[src/design/ctf_map.vh]
// Register offsets, field positions and reset values of the CAN timing/filter/irq block
`ifndef CTF_MAP_VH
`define CTF_MAP_VH
// Byte offsets on the Wishbone bus
`define CTF_OFS_CONFIG      8'h00
`define CTF_OFS_TIMING      8'h04
`define CTF_OFS_GLOBAL_MASK_WORD_UP     8'h08
`define CTF_OFS_GLOBAL_MASK_WORD_LO     8'h0C
`define CTF_OFS_BASIC_MASK_WORD_UP     8'h10
`define CTF_OFS_BASIC_MASK_WORD_LO     8'h14
`define CTF_OFS_IEN         8'h18
`define CTF_OFS_BUFFER_IRQ_PENDING        8'h1C
`define CTF_OFS_ICLR        8'h20
`define CTF_OFS_STATUS      8'h24
// Config register bit positions
`define CTF_CFG_LISTEN      0
`define CTF_CFG_ACKIGN      1
`define CTF_CFG_LOOPBACK    2
`define CTF_CFG_INTERNAL    3
`define CTF_CFG_HIDDEN_WR   4
`define CTF_CFG_DIAG        5
`define CTF_CFG_EIT         6
// Timing field positions
`define CTF_TIM_PSC_HI      15
`define CTF_TIM_PSC_LO      9
`define CTF_TIM_SJW_HI      8
`define CTF_TIM_SJW_LO      7
`define CTF_TIM_TS1_HI      6
`define CTF_TIM_TS1_LO      3
`define CTF_TIM_TS2_HI      2
`define CTF_TIM_TS2_LO      0
// Pending / enable error bit
`define CTF_ERR_BIT         15
// Reset values
`define CTF_RST16           16'h0000
`define CTF_RST7            7'h00
`define CTF_RST8            8'h00
`define CTF_RST32           32'h0000_0000
// Prescaler saturation value and node-state codes
`define CTF_PSC_MAX         8'h80
`define CTF_PSC_ADD         8'h02
`define CTF_NS_IDLE         3'h0
`define CTF_NS_ACTIVE       3'h2
`define CTF_NS_WARN         3'h3
`endif

[src/design/ctf_core.v]
// CAN bit timing, acceptance masks and interrupt enable/pending registers
//
// Contract
// - Diagnostic enable gates listen-only, ack-ignore, loopback, internal and hidden-buffer writes.
// - Error type select 0 sets error pending on every bus error.
// - Error type select 1 sets error pending only on counter-caused node state change.
// - Prescaler divides by field plus two, saturating at 128.
// - Jump width equals field plus one quantum, 1 to 4.
// - First segment length is field plus one quanta.
// - Second segment length is field plus one quanta, 1 to 8.
// - Global mask bit 0 requires equality, 1 accepts any value.
// - Don't-care identifier bits are overwritten with received values on acceptance.
// - Extended frames use all mask bits; RTR masks SRR, ext remote masks RTR.
// - Standard frames use mask bits 28..18, RTR and IDE only.
// - Basic mask filters its buffer with the same per-bit rule.
// - Basic mask uses the same extended and standard bit mapping.
// - Basic mask upper holds m28..18, rtr, ide, m17..15; lower m14..0, ext_remote_mask.
// - Enable register: bit 15 error enable, bits 14..0 buffer enables.
// - Error interrupt produced only while error enable is one.
// - Pending bit n set after successful transfer through buffer n.
// - Error pending bit 15 records a bus error (type select 0) or status change (type select 1) and raises enabled interrupt.
// - Writing one to clear bit 15 clears error pending; zero leaves it.
// - Node state encodes idle 000, active 010, warning 011, passive 10X, bus off 11X.
`include "ctf_map.vh"

module ctf_core
#(
	parameter NBUF = 15
)
(
	input  wire        clk_i,
	input  wire        rst_i,
	input  wire        ce_i,
	// Wishbone slave
	input  wire        wb_cyc_i,
	input  wire        wb_stb_i,
	input  wire        wb_we_i,
	input  wire [7:0]  wb_adr_i,
	input  wire [3:0]  wb_sel_i,
	input  wire [31:0] wb_dat_i,
	output reg  [31:0] wb_dat_o,
	output wire        wb_ack_o,
	output wire        wb_err_o,
	// Frame engine side
	input  wire        bus_error_i,
	input  wire [2:0]  node_state_field_i,
	input  wire        cnt_incr_i,
	input  wire [NBUF-1:0] buf_done_i,
	input  wire [28:0] rx_id_i,
	input  wire        rx_ide_i,
	input  wire        rx_srr_i,
	input  wire        rx_rtr_i,
	input  wire [28:0] buf_id_i,
	input  wire        buf_ide_i,
	input  wire        buf_srr_i,
	input  wire        buf_rtr_i,
	input  wire        rx_resync_i,
	// Filter results
	output reg         global_accept_o,
	output reg         basic_accept_o,
	output reg  [28:0] global_store_id_o,
	output reg  [28:0] basic_store_id_o,
	// Diagnostic modes
	output reg         listen_only_sel_o,
	output reg         ack_ignore_sel_o,
	output reg         loopback_sel_o,
	output reg         internal_sel_o,
	output reg         hidden_wr_en_o,
	// Bit timing
	output reg         tq_tick_o,
	output reg         sample_point_o,
	output reg  [2:0]  resync_jump_width_o,
	// Interrupt request level
	output reg         irq_o
);

	// Registers
	reg [6:0]  config_reg;
	reg [15:0] bit_timing_config_reg;
	reg [15:0] global_mask_upper_reg;
	reg [15:0] global_mask_lower_reg;
	reg [15:0] basic_mask_upper_reg;
	reg [15:0] basic_mask_lower_reg;
	reg [15:0] interrupt_enable_reg;
	reg [15:0] interrupt_pending_reg;
	reg [2:0]  prev_state_reg;
	reg        ack_reg;
	reg [7:0]  tq_cnt_reg;
	reg [4:0]  seg_cnt_reg;
	reg [31:0] rd_mux;

	// Diagnostic gate and error interrupt type, both from the config word
	wire diag_features_enable = config_reg[`CTF_CFG_DIAG];
	wire error_irq_type_sel   = config_reg[`CTF_CFG_EIT];

	// Bus decode
	wire req   = wb_cyc_i & wb_stb_i;
	wire hit   = (wb_adr_i == `CTF_OFS_CONFIG)  | (wb_adr_i == `CTF_OFS_TIMING)  |
	             (wb_adr_i == `CTF_OFS_GLOBAL_MASK_WORD_UP) | (wb_adr_i == `CTF_OFS_GLOBAL_MASK_WORD_LO) |
	             (wb_adr_i == `CTF_OFS_BASIC_MASK_WORD_UP) | (wb_adr_i == `CTF_OFS_BASIC_MASK_WORD_LO) |
	             (wb_adr_i == `CTF_OFS_IEN)     | (wb_adr_i == `CTF_OFS_BUFFER_IRQ_PENDING)    |
	             (wb_adr_i == `CTF_OFS_ICLR)    | (wb_adr_i == `CTF_OFS_STATUS);
	// Writes land on the first edge of a request, before ack rises
	wire wr    = req & wb_we_i & ~ack_reg & ce_i;
	wire wr_lo = wr & wb_sel_i[0];
	wire wr_hi = wr & wb_sel_i[1];
	assign wb_ack_o = ack_reg & hit;
	assign wb_err_o = ack_reg & ~hit;

	// Byte-lane merge of a 16-bit register
	function [15:0] merge16;
		input [15:0] old;
		input [15:0] nw;
		input [1:0]  sel;
		begin
			merge16 = {sel[1] ? nw[15:8] : old[15:8], sel[0] ? nw[7:0] : old[7:0]};
		end
	endfunction

	// Mask compare: per bit 0 needs match, 1 is don't care
	function match_bits;
		input [31:0] mask;
		input [31:0] rx;
		input [31:0] bf;
		begin
			match_bits = ~|((rx ^ bf) & ~mask);
		end
	endfunction

	// Overwrite don't-care bits with received values
	function [28:0] merge_id;
		input [28:0] mask;
		input [28:0] rx;
		input [28:0] bf;
		begin
			merge_id = (bf & ~mask) | (rx & mask);
		end
	endfunction

	// Build a {id28..0, srr, ide, rtr} vector for extended frames, {id10..0, 18 zeros, rtr, ide, 0} for standard frames
	function [31:0] frame_vec;
		input [28:0] id;
		input        ide;
		input        srr;
		input        rtr;
		input        ext;
		begin
			if (ext)
				frame_vec = {id, srr, ide, rtr};
			else
				frame_vec = {id[10:0], 18'h0_0000, rtr, ide, 1'b0};
		end
	endfunction

	// Mask words laid out as {m28..18, rtr, ide, m17..0, ext_remote_mask}, vectors as {m28..18, m17..0, rtr, ide, ext_remote_mask}
	wire [31:0] global_mask_word = {global_mask_upper_reg, global_mask_lower_reg};
	wire [31:0] basic_mask_word = {basic_mask_upper_reg, basic_mask_lower_reg};
	wire [31:0] gm_v = {global_mask_word[31:21], global_mask_word[18:1], global_mask_word[20], global_mask_word[19], global_mask_word[0]};
	wire [31:0] bm_v = {basic_mask_word[31:21], basic_mask_word[18:1], basic_mask_word[20], basic_mask_word[19], basic_mask_word[0]};
	// Standard frames ignore the low mask bits and ext_remote_mask
	wire [31:0] std_keep = {11'h7FF, 18'h0_0000, 3'h6};
	wire [31:0] ext_keep = 32'hFFFF_FFFF;
	wire [31:0] keep = rx_ide_i ? ext_keep : std_keep;
	wire [31:0] rx_v = frame_vec(rx_id_i, rx_ide_i, rx_srr_i, rx_rtr_i, rx_ide_i);
	wire [31:0] bf_v = frame_vec(buf_id_i, buf_ide_i, buf_srr_i, buf_rtr_i, rx_ide_i);
	wire [28:0] gm_id = rx_ide_i ? gm_v[31:3] : {18'h0_0000, gm_v[31:21]};
	wire [28:0] bm_id = rx_ide_i ? bm_v[31:3] : {18'h0_0000, bm_v[31:21]};

	// Filter result registers
	always @(posedge clk_i)
	begin
		if (rst_i)
		begin
			global_accept_o   <= 1'b0;
			basic_accept_o    <= 1'b0;
			global_store_id_o <= 29'h0;
			basic_store_id_o  <= 29'h0;
		end
		else if (ce_i)
		begin
			global_accept_o   <= match_bits(gm_v | ~keep, rx_v, bf_v);
			basic_accept_o    <= match_bits(bm_v | ~keep, rx_v, bf_v);
			global_store_id_o <= merge_id(gm_id, rx_id_i, buf_id_i);
			basic_store_id_o  <= merge_id(bm_id, rx_id_i, buf_id_i);
		end
	end

	// Timing fields
	wire [6:0] prescale_sel      = bit_timing_config_reg[`CTF_TIM_PSC_HI:`CTF_TIM_PSC_LO];
	wire [1:0] resync_jump_width = bit_timing_config_reg[`CTF_TIM_SJW_HI:`CTF_TIM_SJW_LO];
	wire [3:0] phase_segment_one = bit_timing_config_reg[`CTF_TIM_TS1_HI:`CTF_TIM_TS1_LO];
	wire [2:0] phase_segment_two = bit_timing_config_reg[`CTF_TIM_TS2_HI:`CTF_TIM_TS2_LO];
	wire [7:0] psc_sum  = {1'b0, prescale_sel} + `CTF_PSC_ADD;
	wire [7:0] psc_div  = (psc_sum > `CTF_PSC_MAX) ? `CTF_PSC_MAX : psc_sum;
	wire [4:0] ts1_len  = {1'b0, phase_segment_one} + 5'd1;
	wire [4:0] ts2_len  = {2'b00, phase_segment_two} + 5'd1;
	wire [4:0] bit_len  = 5'd1 + ts1_len; // Sync plus first segment ends at sample point
	wire [5:0] total_len = {1'b0, bit_len} + {1'b0, ts2_len};
	// Greater-or-equal end recovers when a smaller prescale is written mid-quantum
	wire       tq_end   = (tq_cnt_reg >= psc_div - 8'd1);

	// Quantum and bit counters
	always @(posedge clk_i)
	begin
		if (rst_i)
		begin
			tq_cnt_reg          <= `CTF_RST8;
			seg_cnt_reg         <= 5'h00;
			tq_tick_o           <= 1'b0;
			sample_point_o      <= 1'b0;
			resync_jump_width_o <= 3'h1;
		end
		else if (ce_i)
		begin
			resync_jump_width_o <= {1'b0, resync_jump_width} + 3'd1;
			tq_tick_o           <= tq_end;
			sample_point_o      <= tq_end & ({1'b0, seg_cnt_reg} == {1'b0, bit_len} - 6'd1);
			if (rx_resync_i)
			begin
				tq_cnt_reg  <= `CTF_RST8;
				seg_cnt_reg <= 5'h00;
			end
			else if (tq_end)
			begin
				tq_cnt_reg <= `CTF_RST8;
				if ({1'b0, seg_cnt_reg} >= total_len - 6'd1)
					seg_cnt_reg <= 5'h00;
				else
					seg_cnt_reg <= seg_cnt_reg + 5'd1;
			end
			else
				tq_cnt_reg <= tq_cnt_reg + 8'd1;
		end
	end

	// Error pending source selection by node state change
	// Passive and bus-off compare only the class bits, bit 0 is free there
	wire state_changed = cnt_incr_i & (node_state_field_i[2:1] != prev_state_reg[2:1] |
	                     (node_state_field_i[2] == 1'b0 &&
	                      node_state_field_i[0] != prev_state_reg[0]));
	wire err_event = error_irq_type_sel ? state_changed : bus_error_i;
	wire [NBUF-1:0] buf_clr = (wr_lo & wr_hi & (wb_adr_i == `CTF_OFS_ICLR)) ?
	                          wb_dat_i[NBUF-1:0] : {NBUF{1'b0}};
	// Error clear needs the high byte lane, buffer clear needs both lanes
	wire err_clr = wr_hi & (wb_adr_i == `CTF_OFS_ICLR) & wb_dat_i[`CTF_ERR_BIT];

	// Register writes, pending flags and ack
	always @(posedge clk_i)
	begin
		if (rst_i)
		begin
			config_reg            <= `CTF_RST7;
			bit_timing_config_reg <= `CTF_RST16;
			global_mask_upper_reg <= `CTF_RST16;
			global_mask_lower_reg <= `CTF_RST16;
			basic_mask_upper_reg  <= `CTF_RST16;
			basic_mask_lower_reg  <= `CTF_RST16;
			interrupt_enable_reg  <= `CTF_RST16;
			interrupt_pending_reg <= `CTF_RST16;
			prev_state_reg        <= `CTF_NS_IDLE;
			ack_reg               <= 1'b0;
			irq_o                 <= 1'b0;
		end
		else if (ce_i)
		begin
			ack_reg        <= req & ~ack_reg;
			prev_state_reg <= node_state_field_i;
			if (wr && wb_adr_i == `CTF_OFS_CONFIG && wb_sel_i[0])
				config_reg <= wb_dat_i[6:0];
			if (wr && wb_adr_i == `CTF_OFS_TIMING)
				bit_timing_config_reg <= merge16(bit_timing_config_reg, wb_dat_i[15:0], wb_sel_i[1:0]);
			if (wr && wb_adr_i == `CTF_OFS_GLOBAL_MASK_WORD_UP)
				global_mask_upper_reg <= merge16(global_mask_upper_reg, wb_dat_i[15:0], wb_sel_i[1:0]);
			if (wr && wb_adr_i == `CTF_OFS_GLOBAL_MASK_WORD_LO)
				global_mask_lower_reg <= merge16(global_mask_lower_reg, wb_dat_i[15:0], wb_sel_i[1:0]);
			if (wr && wb_adr_i == `CTF_OFS_BASIC_MASK_WORD_UP)
				basic_mask_upper_reg <= merge16(basic_mask_upper_reg, wb_dat_i[15:0], wb_sel_i[1:0]);
			if (wr && wb_adr_i == `CTF_OFS_BASIC_MASK_WORD_LO)
				basic_mask_lower_reg <= merge16(basic_mask_lower_reg, wb_dat_i[15:0], wb_sel_i[1:0]);
			if (wr && wb_adr_i == `CTF_OFS_IEN)
				interrupt_enable_reg <= merge16(interrupt_enable_reg, wb_dat_i[15:0], wb_sel_i[1:0]);
			// Set wins over clear
			interrupt_pending_reg[NBUF-1:0] <= (interrupt_pending_reg[NBUF-1:0] & ~buf_clr) |
			                                   buf_done_i;
			interrupt_pending_reg[`CTF_ERR_BIT] <= (interrupt_pending_reg[`CTF_ERR_BIT] & ~err_clr) |
			                                       err_event;
			// Level request: any pending source whose enable is set
			irq_o <= (interrupt_pending_reg[`CTF_ERR_BIT] & interrupt_enable_reg[`CTF_ERR_BIT]) |
			         |(interrupt_pending_reg[NBUF-1:0] & interrupt_enable_reg[NBUF-1:0]);
		end
	end

	// Diagnostic modes gated by the enable bit
	always @(posedge clk_i)
	begin
		if (rst_i)
		begin
			listen_only_sel_o <= 1'b0;
			ack_ignore_sel_o  <= 1'b0;
			loopback_sel_o    <= 1'b0;
			internal_sel_o    <= 1'b0;
			hidden_wr_en_o    <= 1'b0;
		end
		else if (ce_i)
		begin
			listen_only_sel_o <= diag_features_enable & config_reg[`CTF_CFG_LISTEN];
			ack_ignore_sel_o  <= diag_features_enable & config_reg[`CTF_CFG_ACKIGN];
			loopback_sel_o    <= diag_features_enable & config_reg[`CTF_CFG_LOOPBACK];
			internal_sel_o    <= diag_features_enable & config_reg[`CTF_CFG_INTERNAL];
			hidden_wr_en_o    <= diag_features_enable & config_reg[`CTF_CFG_HIDDEN_WR];
		end
	end

	// Read mux
	always @*
	begin
		rd_mux = `CTF_RST32;
		case (wb_adr_i)
			`CTF_OFS_CONFIG:  rd_mux = {25'h0, config_reg};
			`CTF_OFS_TIMING:  rd_mux = {16'h0, bit_timing_config_reg};
			`CTF_OFS_GLOBAL_MASK_WORD_UP: rd_mux = {16'h0, global_mask_upper_reg};
			`CTF_OFS_GLOBAL_MASK_WORD_LO: rd_mux = {16'h0, global_mask_lower_reg};
			`CTF_OFS_BASIC_MASK_WORD_UP: rd_mux = {16'h0, basic_mask_upper_reg};
			`CTF_OFS_BASIC_MASK_WORD_LO: rd_mux = {16'h0, basic_mask_lower_reg};
			`CTF_OFS_IEN:     rd_mux = {16'h0, interrupt_enable_reg};
			`CTF_OFS_BUFFER_IRQ_PENDING:    rd_mux = {16'h0, interrupt_pending_reg};
			`CTF_OFS_STATUS:  rd_mux = {29'h0, node_state_field_i};
			default:          rd_mux = `CTF_RST32;
		endcase
	end

	// Read data captured on the taking edge, stands through the ack cycle
	always @(posedge clk_i)
	begin
		if (rst_i)
			wb_dat_o <= `CTF_RST32;
		else if (ce_i && req && !ack_reg)
			wb_dat_o <= rd_mux;
	end

endmodule

[config.mk]
export PLATFORM = sky130hd
export DESIGN_NAME = ctf_core
export DESIGN_NICKNAME = d
export VERILOG_FILES = /design/src/design/ctf_core.v
export VERILOG_INCLUDE_DIRS = /design/src /design/src/design
export SDC_FILE = /design/constraint.sdc
export NUM_CORES = 1
export LEC_CHECK = 0
export ABC_AREA = 1
export BUFFER_PORTS_ARGS = -buffer_cell sky130_fd_sc_hd__buf_2
export CAP_MARGIN = 5
export CORE_AREA = 10 10 169 171
export DETAILED_ROUTE_END_ITERATION = 16
export DIE_AREA = 0 0 179 181
export GPL_TIMING_DRIVEN = 1
export PLACE_DENSITY_LB_ADDON = 0.3
export SETUP_SLACK_MARGIN = 0.05
export SLEW_MARGIN = 20
export SYNTH_ARGS = -nofsm -noshare
export SYNTH_HDL_FRONTEND = slang
export SYNTH_SLANG_ARGS = --single-unit
[constraint.sdc]
create_clock -name clk_i -period 6.41 [get_ports clk_i]
set_input_delay 1.282 -clock clk_i [delete_from_list [all_inputs] [get_ports clk_i]]
set_output_delay 1.282 -clock clk_i [all_outputs]
set_load 0.02 [all_outputs]
==> results of run 1 <==
cell families after synthesis:
family                   after synthesis  share of synthesized area
AO/OA/AOI/OAI                        460                      0.213
adder cells (fa/ha/maj)               26                     0.0269
other                                  1                   0.000303
buffers and inverters                302                      0.104
AND/OR/NAND/NOR                      810                      0.277
XOR/XNOR                              25                     0.0177
flip-flops                           223                      0.361
worst max-delay path by stage:
| stage | to | start | cells past startpoint | slack (ps) |
|---|---|---|---|---|
| after floorplan | wb_err_o | wb_adr_i[5] | 9 | 2550 |
| after global placement | wb_ack_o | wb_adr_i[1] | 11 | 1880 |
| after detailed placement | wb_ack_o | wb_adr_i[1] | 11 | 1810 |
| after CTS | wb_ack_o | wb_adr_i[1] | 11 | 1790 |
| after global routing | wb_ack_o | wb_adr_i[1] | 11 | 1520 |
| final | wb_ack_o | wb_adr_i[1] | 11 | 1760 |
Yosys cell counts (4+ instances only):
cell	count	share of area
nor3_1	4	0.0016
buf_4	18	0.011
nand3_1	121	0.049
ha_1	25	0.025
clkbuf_1	60	0.018
xnor2_1	10	0.0071
buf_6	10	0.0091
nand3b_1	4	0.0024
a211oi_1	70	0.042
a211oi_2	18	0.018
inv_1	200	0.061
o21ai_0	163	0.066
nor2_1	214	0.065
xor2_1	15	0.011
buf_2	6	0.0024
nand4_1	24	0.012
dfxtp_1	223	0.36
buf_1	6	0.0018
nor3_4	10	0.013
a21oi_1	200	0.081
nand2_1	424	0.13
worst min-delay path: cells and delay by family, from the launching register on:
kind	cells	cell delay, ps
AND/OR/NAND/NOR	1	60
flip-flops	1	300
AO/OA/AOI/OAI	1	50
metal layers:
metal	track usage	vias to the layer above	part of all wire
li1	-	6391	-
met5	0	-	0
met4	0.0863	0	0.034
met1	0.333	5863	0.42
met2	0.406	533	0.45
met3	0.0582	104	0.095
power breakdown:
group          internal, mW  switching (mW)  leakage, nW  total [mW]
Sequential             1.42          0.0202         1.81        1.44
Clock                 0.858           0.611        0.426        1.47
Combinational         0.109           0.261         4.14       0.370
Total                  2.39           0.892         6.38        3.28
area by class of cell:
| class | count | area (sq um) | share of cell area |
|---|---|---|---|
| repair buffers | 216 | 1110 | 0.0781 |
| clock buffers | 38 | 797 | 0.0558 |
| flip-flops and latches | 223 | 4460 | 0.313 |
| well taps | 330 | 413 | 0.0289 |
| inverters | 202 | 761 | 0.0533 |
| multi-input cells | 1337 | 6680 | 0.468 |
| clock inverters | 9 | 51.3 | 0.00359 |
==> flow_metrics.tcl, run 1 <==
set metrics [dict create \
    clk_pin_slew_ps 60 \
    critPathMaxStageDelay_ps 590 \
    design_area_sq_mm 0.0143 \
    ant_nets 0 \
    synth-edff-count 0 \
    clk_path_buf_depth 3 \
    htreeDepth 1 \
    initial_core_util 0.494 \
    tritoncts "done" \
    syn_to_final_growth_pct 15.5 \
    syn_inst 1847 \
    synth_flop_cell "dfxtp_1" \
    final_hold_viol_count 0 \
    cpMostUsedCell "nor2_1" \
    dieWidth_um 179 \
    hp-start "basic_store_id_o[5]" \
    worstPathArrival_ps 3370 \
    peakVddDrop_mv 0.161 \
    numCtsBuffers 26 \
    reg2reg_slack_ps 3080 \
    ff2ff_path_depth 19 \
    layout_common_cells "424 x nand2_1, 223 x dfxtp_1, 214 x nor2_1" \
    grt_first_pass_wirelength_um 66200 \
    row_count 58 \
    critPathRequiredTime_ps 5130 \
    vias_per_cell 5.47 \
    diodes 0 \
    cp-end-kind "output pin" \
    finalCriticalPeriod_ps 4650 \
    post-place-ws_ps 1810 \
    top_regs "basic_store_id_o x29, global_store_id_o x29" \
    slew_viol_final 0 \
    wl_um 43500 \
    cpLargestDelayFamily "simple AND/OR/NAND/NOR gates" \
    critPathBufInv 4 \
    grt_pass1_vias 12039 \
    worst-setup-path-type "in2out" \
    cts.sinks 223 \
    yosys_warnings 0 \
    dieArea_sq_mm 0.0324 \
    slew-limit-headroom 0.391 \
    synthesis.area_sq_mm 0.0124 \
    whs_path_depth 2 \
    gp_congestion 1.01 \
    dp_cells 2308 \
    drc 0 \
    drt_iter0_drc 1390 \
    fillers 2512 \
    r2r-end "tq_cnt_reg[4]" \
    fin_util 0.570 \
    r2r-start "bit_timing_config_reg[10]" \
    p_per_area_mw_per_mm2 230 \
    hold_path.class "reg2reg" \
    final_cells 2355 \
    cts_resized 0 \
    core_sq_mm 0.0250 \
    finClkSkew_ps 10.3 \
    nNetsFinal 2167 \
    clock.fmax_mhz 215 \
    p_total_mw 3.28 \
    detail_route.wl_per_cell_um 18.5 \
    rsz0062_at_grt "false" \
    antenna_found_initial 0 \
    yosys_register_bits 223 \
    place_area_sq_mm 0.0134 \
    num_io_pins 240 \
    drive_above_1_share 0.146 \
    grt_overflow 0 \
    worst_hold_slack_ps 459 \
    min_period_over_period 0.725 \
    p_leak_nw 6.38 \
    ctsHoldBuffers 0 \
    die_h_um 181 \
    syn_area_per_cell_sq_um 6.70 \
    cp_cell_sequence "buf_2, nor2_1, nand3_1, nor2_1, inv_1, nand4_1, nor2_1, nand3_1, nand2_1, inv_1, buf_2" \
    worst_slew_pin_slew_ps 913 \
    cap_violations 0 \
    startpoint_type "primary input" \
    setup_tns_ps 0 \
    grt_max_degree 114 \
    fin_ws_ps 1760 \
    cts_setup_buffers 0 \
    vias 12891 \
    dp_hpwl_um 33000 \
    async_flop_share 0 \
    grt_usage 0.256 \
    clkLatencyLatePin_ps 540 \
    synth_seq_area_share 0.361 \
    root_buffer "clkbuf_16" \
    status "finished clean" \
    setup_viol 0 \
    final_common_cell "nand2_1" \
    path_max_fanout 11 \
    crit_slowest_cell "nor2_1" \
    hold_end "basic_store_id_o[5]" \
    synth_cell_types 38 \
    drtPass1Iterations 6 \
    portBuffers 205 \
]
No activity file was read; power rests on OpenSTA's default activity.
==> run 2: changes to the inputs <==
Settings changed: ABC_AREA 1 to 0, CORE_AREA 10 10 169 171 to 10 10 167 169, DIE_AREA 0 0 179 181 to 0 0 177 179.
Clock period 6.41 ns to 4.3 ns, I/O delays scaled along.
==> run 2 against run 1 <==
  * Utilization up 0.23 points
  * Hold slack worse by 7.6 ps
  * Critical path type is now reg2reg
  * Total power up 57%
  * Clock skew up 4.3 ps
  * Sequential power up 50%
  * Non-clock buffer count up 7
  * Via count down 12%
  * Highest routed layer unchanged
  * Die area down 2.2%
==> flow_metrics.tcl, run 2 <==
set metrics [dict create \
    status "finished clean" \
    dp_hpwl_um 32100 \
    synth_seq_area_share 0.370 \
    grt_usage 0.260 \
    worstPathArrival_ps 4410 \
    htreeDepth 1 \
    setup_tns_ps 0 \
    synth_flop_cell "dfxtp_1" \
    clk_pin_slew_ps 70 \
    grt_pass1_vias 11004 \
    synth_top_area_cell "dfxtp_1" \
    vias 11364 \
    finClkSkew_ps 14.5 \
    critPathBufInv 1 \
    clock.fmax_mhz 255 \
    root_buffer "clkbuf_16" \
    syn_area_per_cell_sq_um 8.67 \
    synthTopCellsByCount "223 x dfxtp_1, 207 x nor2_1, 153 x mux2i_1" \
    yosysTopAreaCellShare 0.370 \
    synth_cell_types 71 \
    worst_slew_pin_slew_ps 995 \
    initial_core_util 0.487 \
    startpoint_type "flip-flop" \
    dieArea_sq_mm 0.0317 \
    synth-edff-count 0 \
    tritoncts "done" \
    portBuffers 205 \
    rsz0062_at_grt "false" \
    drt_iter0_drc 1316 \
    cpLargestDelayFamily "compound AO/OA/AOI/OAI gates" \
    peakVddDrop_mv 0.346 \
    clkLatencyLatePin_ps 540 \
    die_h_um 179 \
    gp_congestion 0.957 \
    row_count 58 \
    cpMostUsedCell "ha_1" \
    drive_above_1_share 0.211 \
    clk_path_buf_depth 3 \
    hold_path.class "reg2reg" \
    final_hold_viol_count 0 \
    numCtsBuffers 26 \
    core_sq_mm 0.0247 \
    yosysMostFrequentCell "dfxtp_1" \
    slew_viol_final 0 \
    wl_um 43100 \
    crit_slowest_cell "dfxtp_2" \
    antenna_found_initial 3 \
    cap_violations 0 \
    critPathRequiredTime_ps 4780 \
    p_per_area_mw_per_mm2 364 \
    layout_common_cells "221 x dfxtp_1, 207 x nor2_1, 202 x buf_2" \
    drc 0 \
    grt_first_pass_wirelength_um 64500 \
    grt_max_degree 107 \
    p_total_mw 5.15 \
    worst_hold_slack_ps 451 \
    async_flop_share 0 \
    design_area_sq_mm 0.0142 \
    grt_overflow 0 \
    drtPass1Iterations 7 \
    yosys_warnings 0 \
    cts.sinks 223 \
    finalCriticalPeriod_ps 3920 \
    vias_per_cell 5.97 \
    setup_viol 0 \
    slew-limit-headroom 0.337 \
    cp_cell_sequence "ha_2, and3_2, nand3_2, nand2_2, ha_1, o21ai_0, a211oi_2, nand2_1, mux2_1, a221oi_2, ha_1, o2111a_1, a221oi_4, buf_4, a21o_1, mux2_2" \
    ys_top_cells_by_area "dfxtp_1 37%, mux2i_1 13%, nor2_1 6.4%" \
    path_max_fanout 7 \
    critPathMaxStageDelay_ps 400 \
    worst-setup-path-type "reg2reg" \
    place_area_sq_mm 0.0132 \
    p_leak_nw 5.54 \
    dieWidth_um 177 \
    ant_nets 0 \
    final_common_cell "dfxtp_1" \
    min_period_over_period 0.913 \
    synthesis.area_sq_mm 0.0121 \
    cp-end-kind "flip-flop" \
    yosys_register_bits 223 \
    num_io_pins 240 \
    syn_inst 1390 \
    detail_route.wl_per_cell_um 22.6 \
    nNetsFinal 1711 \
    top_regs "basic_store_id_o x29, global_store_id_o x29" \
    syn_to_final_growth_pct 17.6 \
]
## run 2: path summary, 6_finish.rpt
kind	start	end	slack (ps)	cells past startpoint
worst min register to register	wb_dat_o[15]	wb_dat_o[15]	450	2
worst max register to register	bit_timing_config_reg[10]	seg_cnt_reg[0]	380	16
worst min-delay path	wb_dat_o[15]	wb_dat_o[15]	450	2
worst max-delay path	bit_timing_config_reg[10]	seg_cnt_reg[0]	380	16
## run 2: kinds of logic (layout without fill, tap and decap cells)
family | count (synthesis) | in the layout | synth area share
AOI/OAI and AO/OA | 285 | 285 | 0.166
xor gates and xnor gates | 58 | 58 | 0.0421
adders and majority gates | 26 | 26 | 0.0276
buffers and inverters | 117 | 282 | 0.0469
DFF | 223 | 223 | 0.370
muxes | 182 | 182 | 0.157
other | 1 | 20 | 0.000311
and+or+nand+nor | 498 | 498 | 0.190
## run 2: stage by stage
step / setup WS, ps / instances / utilization
after global routing: 55.9 / 1903 / 0.573
final: 375 / 1904 / 0.573
after CTS: 97.1 / 1898 / 0.570
after detailed placement: 32.9 / 1850 / 0.532
after floorplan: 588 / 1405 / -
after global placement: 232 / 1850 / 0.532
## run 2: layer usage
layer,track usage,share of wire,vias up
met5,0,0,-
met4,0.110,0.038,0
met3,0.0630,0.10,114
met2,0.413,0.46,584
met1,0.331,0.40,5362
li1,-,-,5304
## run 2: area by class of cell
| class | count | area, sq um |
|---|---|---|
| antenna | 4 | 10.0 |
| clock buffer | 34 | 752 |
| clock inverter | 14 | 189 |
| fill | 2275 | 10600 |
| inverter | 11 | 41.3 |
| multi-input combinational | 1065 | 7120 |
| sequential | 223 | 4470 |
| tap | 330 | 413 |
| timing repair buffer | 223 | 1180 |
## run 2: where the power goes
| part | total [mW] | internal (mW) | leakage (nW) | switching [mW] |
|---|---|---|---|---|
| clock | 2.40 | 1.48 | 0.457 | 0.923 |
| sequential | 2.16 | 2.12 | 1.82 | 0.0398 |
| combinational | 0.594 | 0.211 | 3.26 | 0.383 |
| total | 5.15 | 3.81 | 5.54 | 1.35 |
## run 2: worst reg2reg max path, stage by stage (launching register included)
cell and delay (ps):
dfxtp_2 400, ha_2 240, and3_2 300, nand3_2 150
nand2_2 150, ha_1 190, o21ai_0 160, a211oi_2 240
nand2_1 110, mux2_1 340, a221oi_2 230, ha_1 280
o2111a_1 160, a221oi_4 340, buf_4 190, a21o_1 210
mux2_2 180
## run 2: what timing repair did
item	4_1_cts	5_1_grt
pin swaps	0	1
buffers inserted	0	1
endpoints found under the setup margin	9	15
hold buffers	0	0
gates cloned	0	0
gates resized for setup	1	7
==> run 3: changes to the inputs <==
Settings changed: ABC_AREA 0 to 1, CORE_AREA 10 10 167 169 to 10 10 169 171, DIE_AREA 0 0 177 179 to 0 0 179 181, GPL_ROUTABILITY_DRIVEN from default to 0.
==> run 3 against run 2 <==
  * Utilization shrank 0.24 points
  * Die area grew 2.3%
  * Clock-buffer cell count grew 1
  * Register-to-register slack gained 610 ps
  * Sequential share of layout area shrank 0.25 points
  * Fmax grew 7.2%
  * Sequential power is essentially flat
  * Clock power shrank 11%
  * Worst setup slack gained 260 ps
  * Largest cell class unchanged
  * Highest routed layer is now met5
==> flow_metrics.tcl, run 3 (synthesis gave the netlist of run 1 again) <==
set metrics [dict create \
    numCtsBuffers 25 \
    final_common_cell "nand2_1" \
    grt_overflow 0 \
    clk_pin_slew_ps 60 \
    peakVddDrop_mv 0.258 \
    nNetsFinal 2168 \
    cts.sinks 223 \
    drt_iter0_drc 1588 \
    ctsHoldBuffers 0 \
    finalCriticalPeriod_ps 3660 \
    vias_per_cell 5.56 \
    status "finished clean" \
    antenna_found_initial 2 \
    grt_pass1_vias 11917 \
    drc 0 \
    clkLatencyLatePin_ps 530 \
    fin_util 0.570 \
    p_clk_frac 0.441 \
    detail_route.wl_per_cell_um 18.3 \
    p_sw_mw 1.30 \
    p_total_mw 4.83 \
    cts_setup_buffers 0 \
    dp_hpwl_um 32300 \
    setup_viol 0 \
    netSwitchingFraction 0.270 \
    p_int_mw 3.52 \
    min_period_over_period 0.851 \
    tritoncts "done" \
    clk_path_buf_depth 3 \
    grt_first_pass_wirelength_um 65800 \
    row_count 58 \
    top_regs "basic_store_id_o x29, global_store_id_o x29" \
    slew-limit-headroom 0.323 \
    dieWidth_um 179 \
    core_sq_mm 0.0250 \
    final_hold_viol_count 0 \
    layout_common_cells "424 x nand2_1, 223 x dfxtp_1, 214 x nor2_1" \
    syn_to_final_growth_pct 15.4 \
    die_h_um 181 \
    finClkSkew_ps 13.7 \
    startpoint_type "primary input" \
    p_leak_nw 6.36 \
    r2r-start "bit_timing_config_reg[10]" \
    portBuffers 205 \
    hp-start "basic_store_id_o[27]" \
    path_max_fanout 11 \
    cts_resized 0 \
    drtPass1Iterations 7 \
    hold_path.class "reg2reg" \
    ant_nets 0 \
    dieArea_sq_mm 0.0324 \
    grt_max_degree 186 \
    startpoint "wb_adr_i[1]" \
    rsz0062_at_grt "false" \
    grt_usage 0.252 \
    combinationalPowerShare 0.114 \
    setup_tns_ps 0 \
    clock.fmax_mhz 273 \
    root_buffer "clkbuf_16" \
    worst_slew_pin_slew_ps 1010 \
    worstPathArrival_ps 2800 \
    cap_violations 0 \
    initial_core_util 0.494 \
    pwr-share-seq 0.445 \
    num_io_pins 240 \
    drive_above_1_share 0.146 \
    p_per_area_mw_per_mm2 338 \
    slew_viol_final 0 \
    wl_um 43000 \
    worst-setup-path-type "in2out" \
    cp-end-kind "output pin" \
    critPathRequiredTime_ps 3440 \
    vias 13094 \
    htreeDepth 1 \
]
run 3: critical path: stages:
cell,delay (ps)
buf_2,100
nor2_1,170
nand3_1,190
nor2_2,440
inv_1,360
nand4_1,180
nor2_1,70
nand3_1,140
nand2_1,70
inv_1,50
buf_2,150
run 3: final timing paths:
kind | end | slack (ps) | cells after the start
max | wb_ack_o | 640 | 11
min | basic_store_id_o[27] | 460 | 2
max reg2reg | tq_cnt_reg[4] | 990 | 19
min reg2reg | basic_store_id_o[27] | 460 | 2
run 3: cell type report:
type | count | area [sq um]
antenna | 2 | 5.00
clock buffer | 35 | 733
clock inverter | 9 | 78.8
fill | 2493 | 10800
inverter | 202 | 761
multi-input combinational | 1337 | 6680
sequential | 223 | 4460
tap | 330 | 413
timing repair buffer | 218 | 1140
run 3: through the flow:
stage | instances | area [sq um] | worst slack, ps | hold WS (ps)
floorplan | 1862 | 12400 | 1290 | 440
global placement | 2310 | 13500 | 729 | 448
detailed placement | 2310 | 13500 | 732 | 452
CTS | 2354 | 14300 | 731 | 461
global route | 2355 | 14300 | 556 | 476
finish | 2356 | 14300 | 639 | 461
run 3: power by group through the flow:
stage          sequential (mW)  clock, mW  combinational [mW]
3_5_place_dp              2.19          0               0.539
6_report                  2.15       2.13               0.550
2_1_floorplan             2.23          0               0.303
5_1_grt                   2.15       2.22               0.603
4_1_cts                   2.15       2.14               0.542
3_3_place_gp              2.19          0               0.530
run 3: routing by layer:
| layer | routed length (um) | track usage |
|---|---|---|
| met1 | 16900 | 0.324 |
| met2 | 19900 | 0.410 |
| met3 | 4800 | 0.0532 |
| met4 | 1440 | 0.0791 |
| met5 | 7 | 0 |
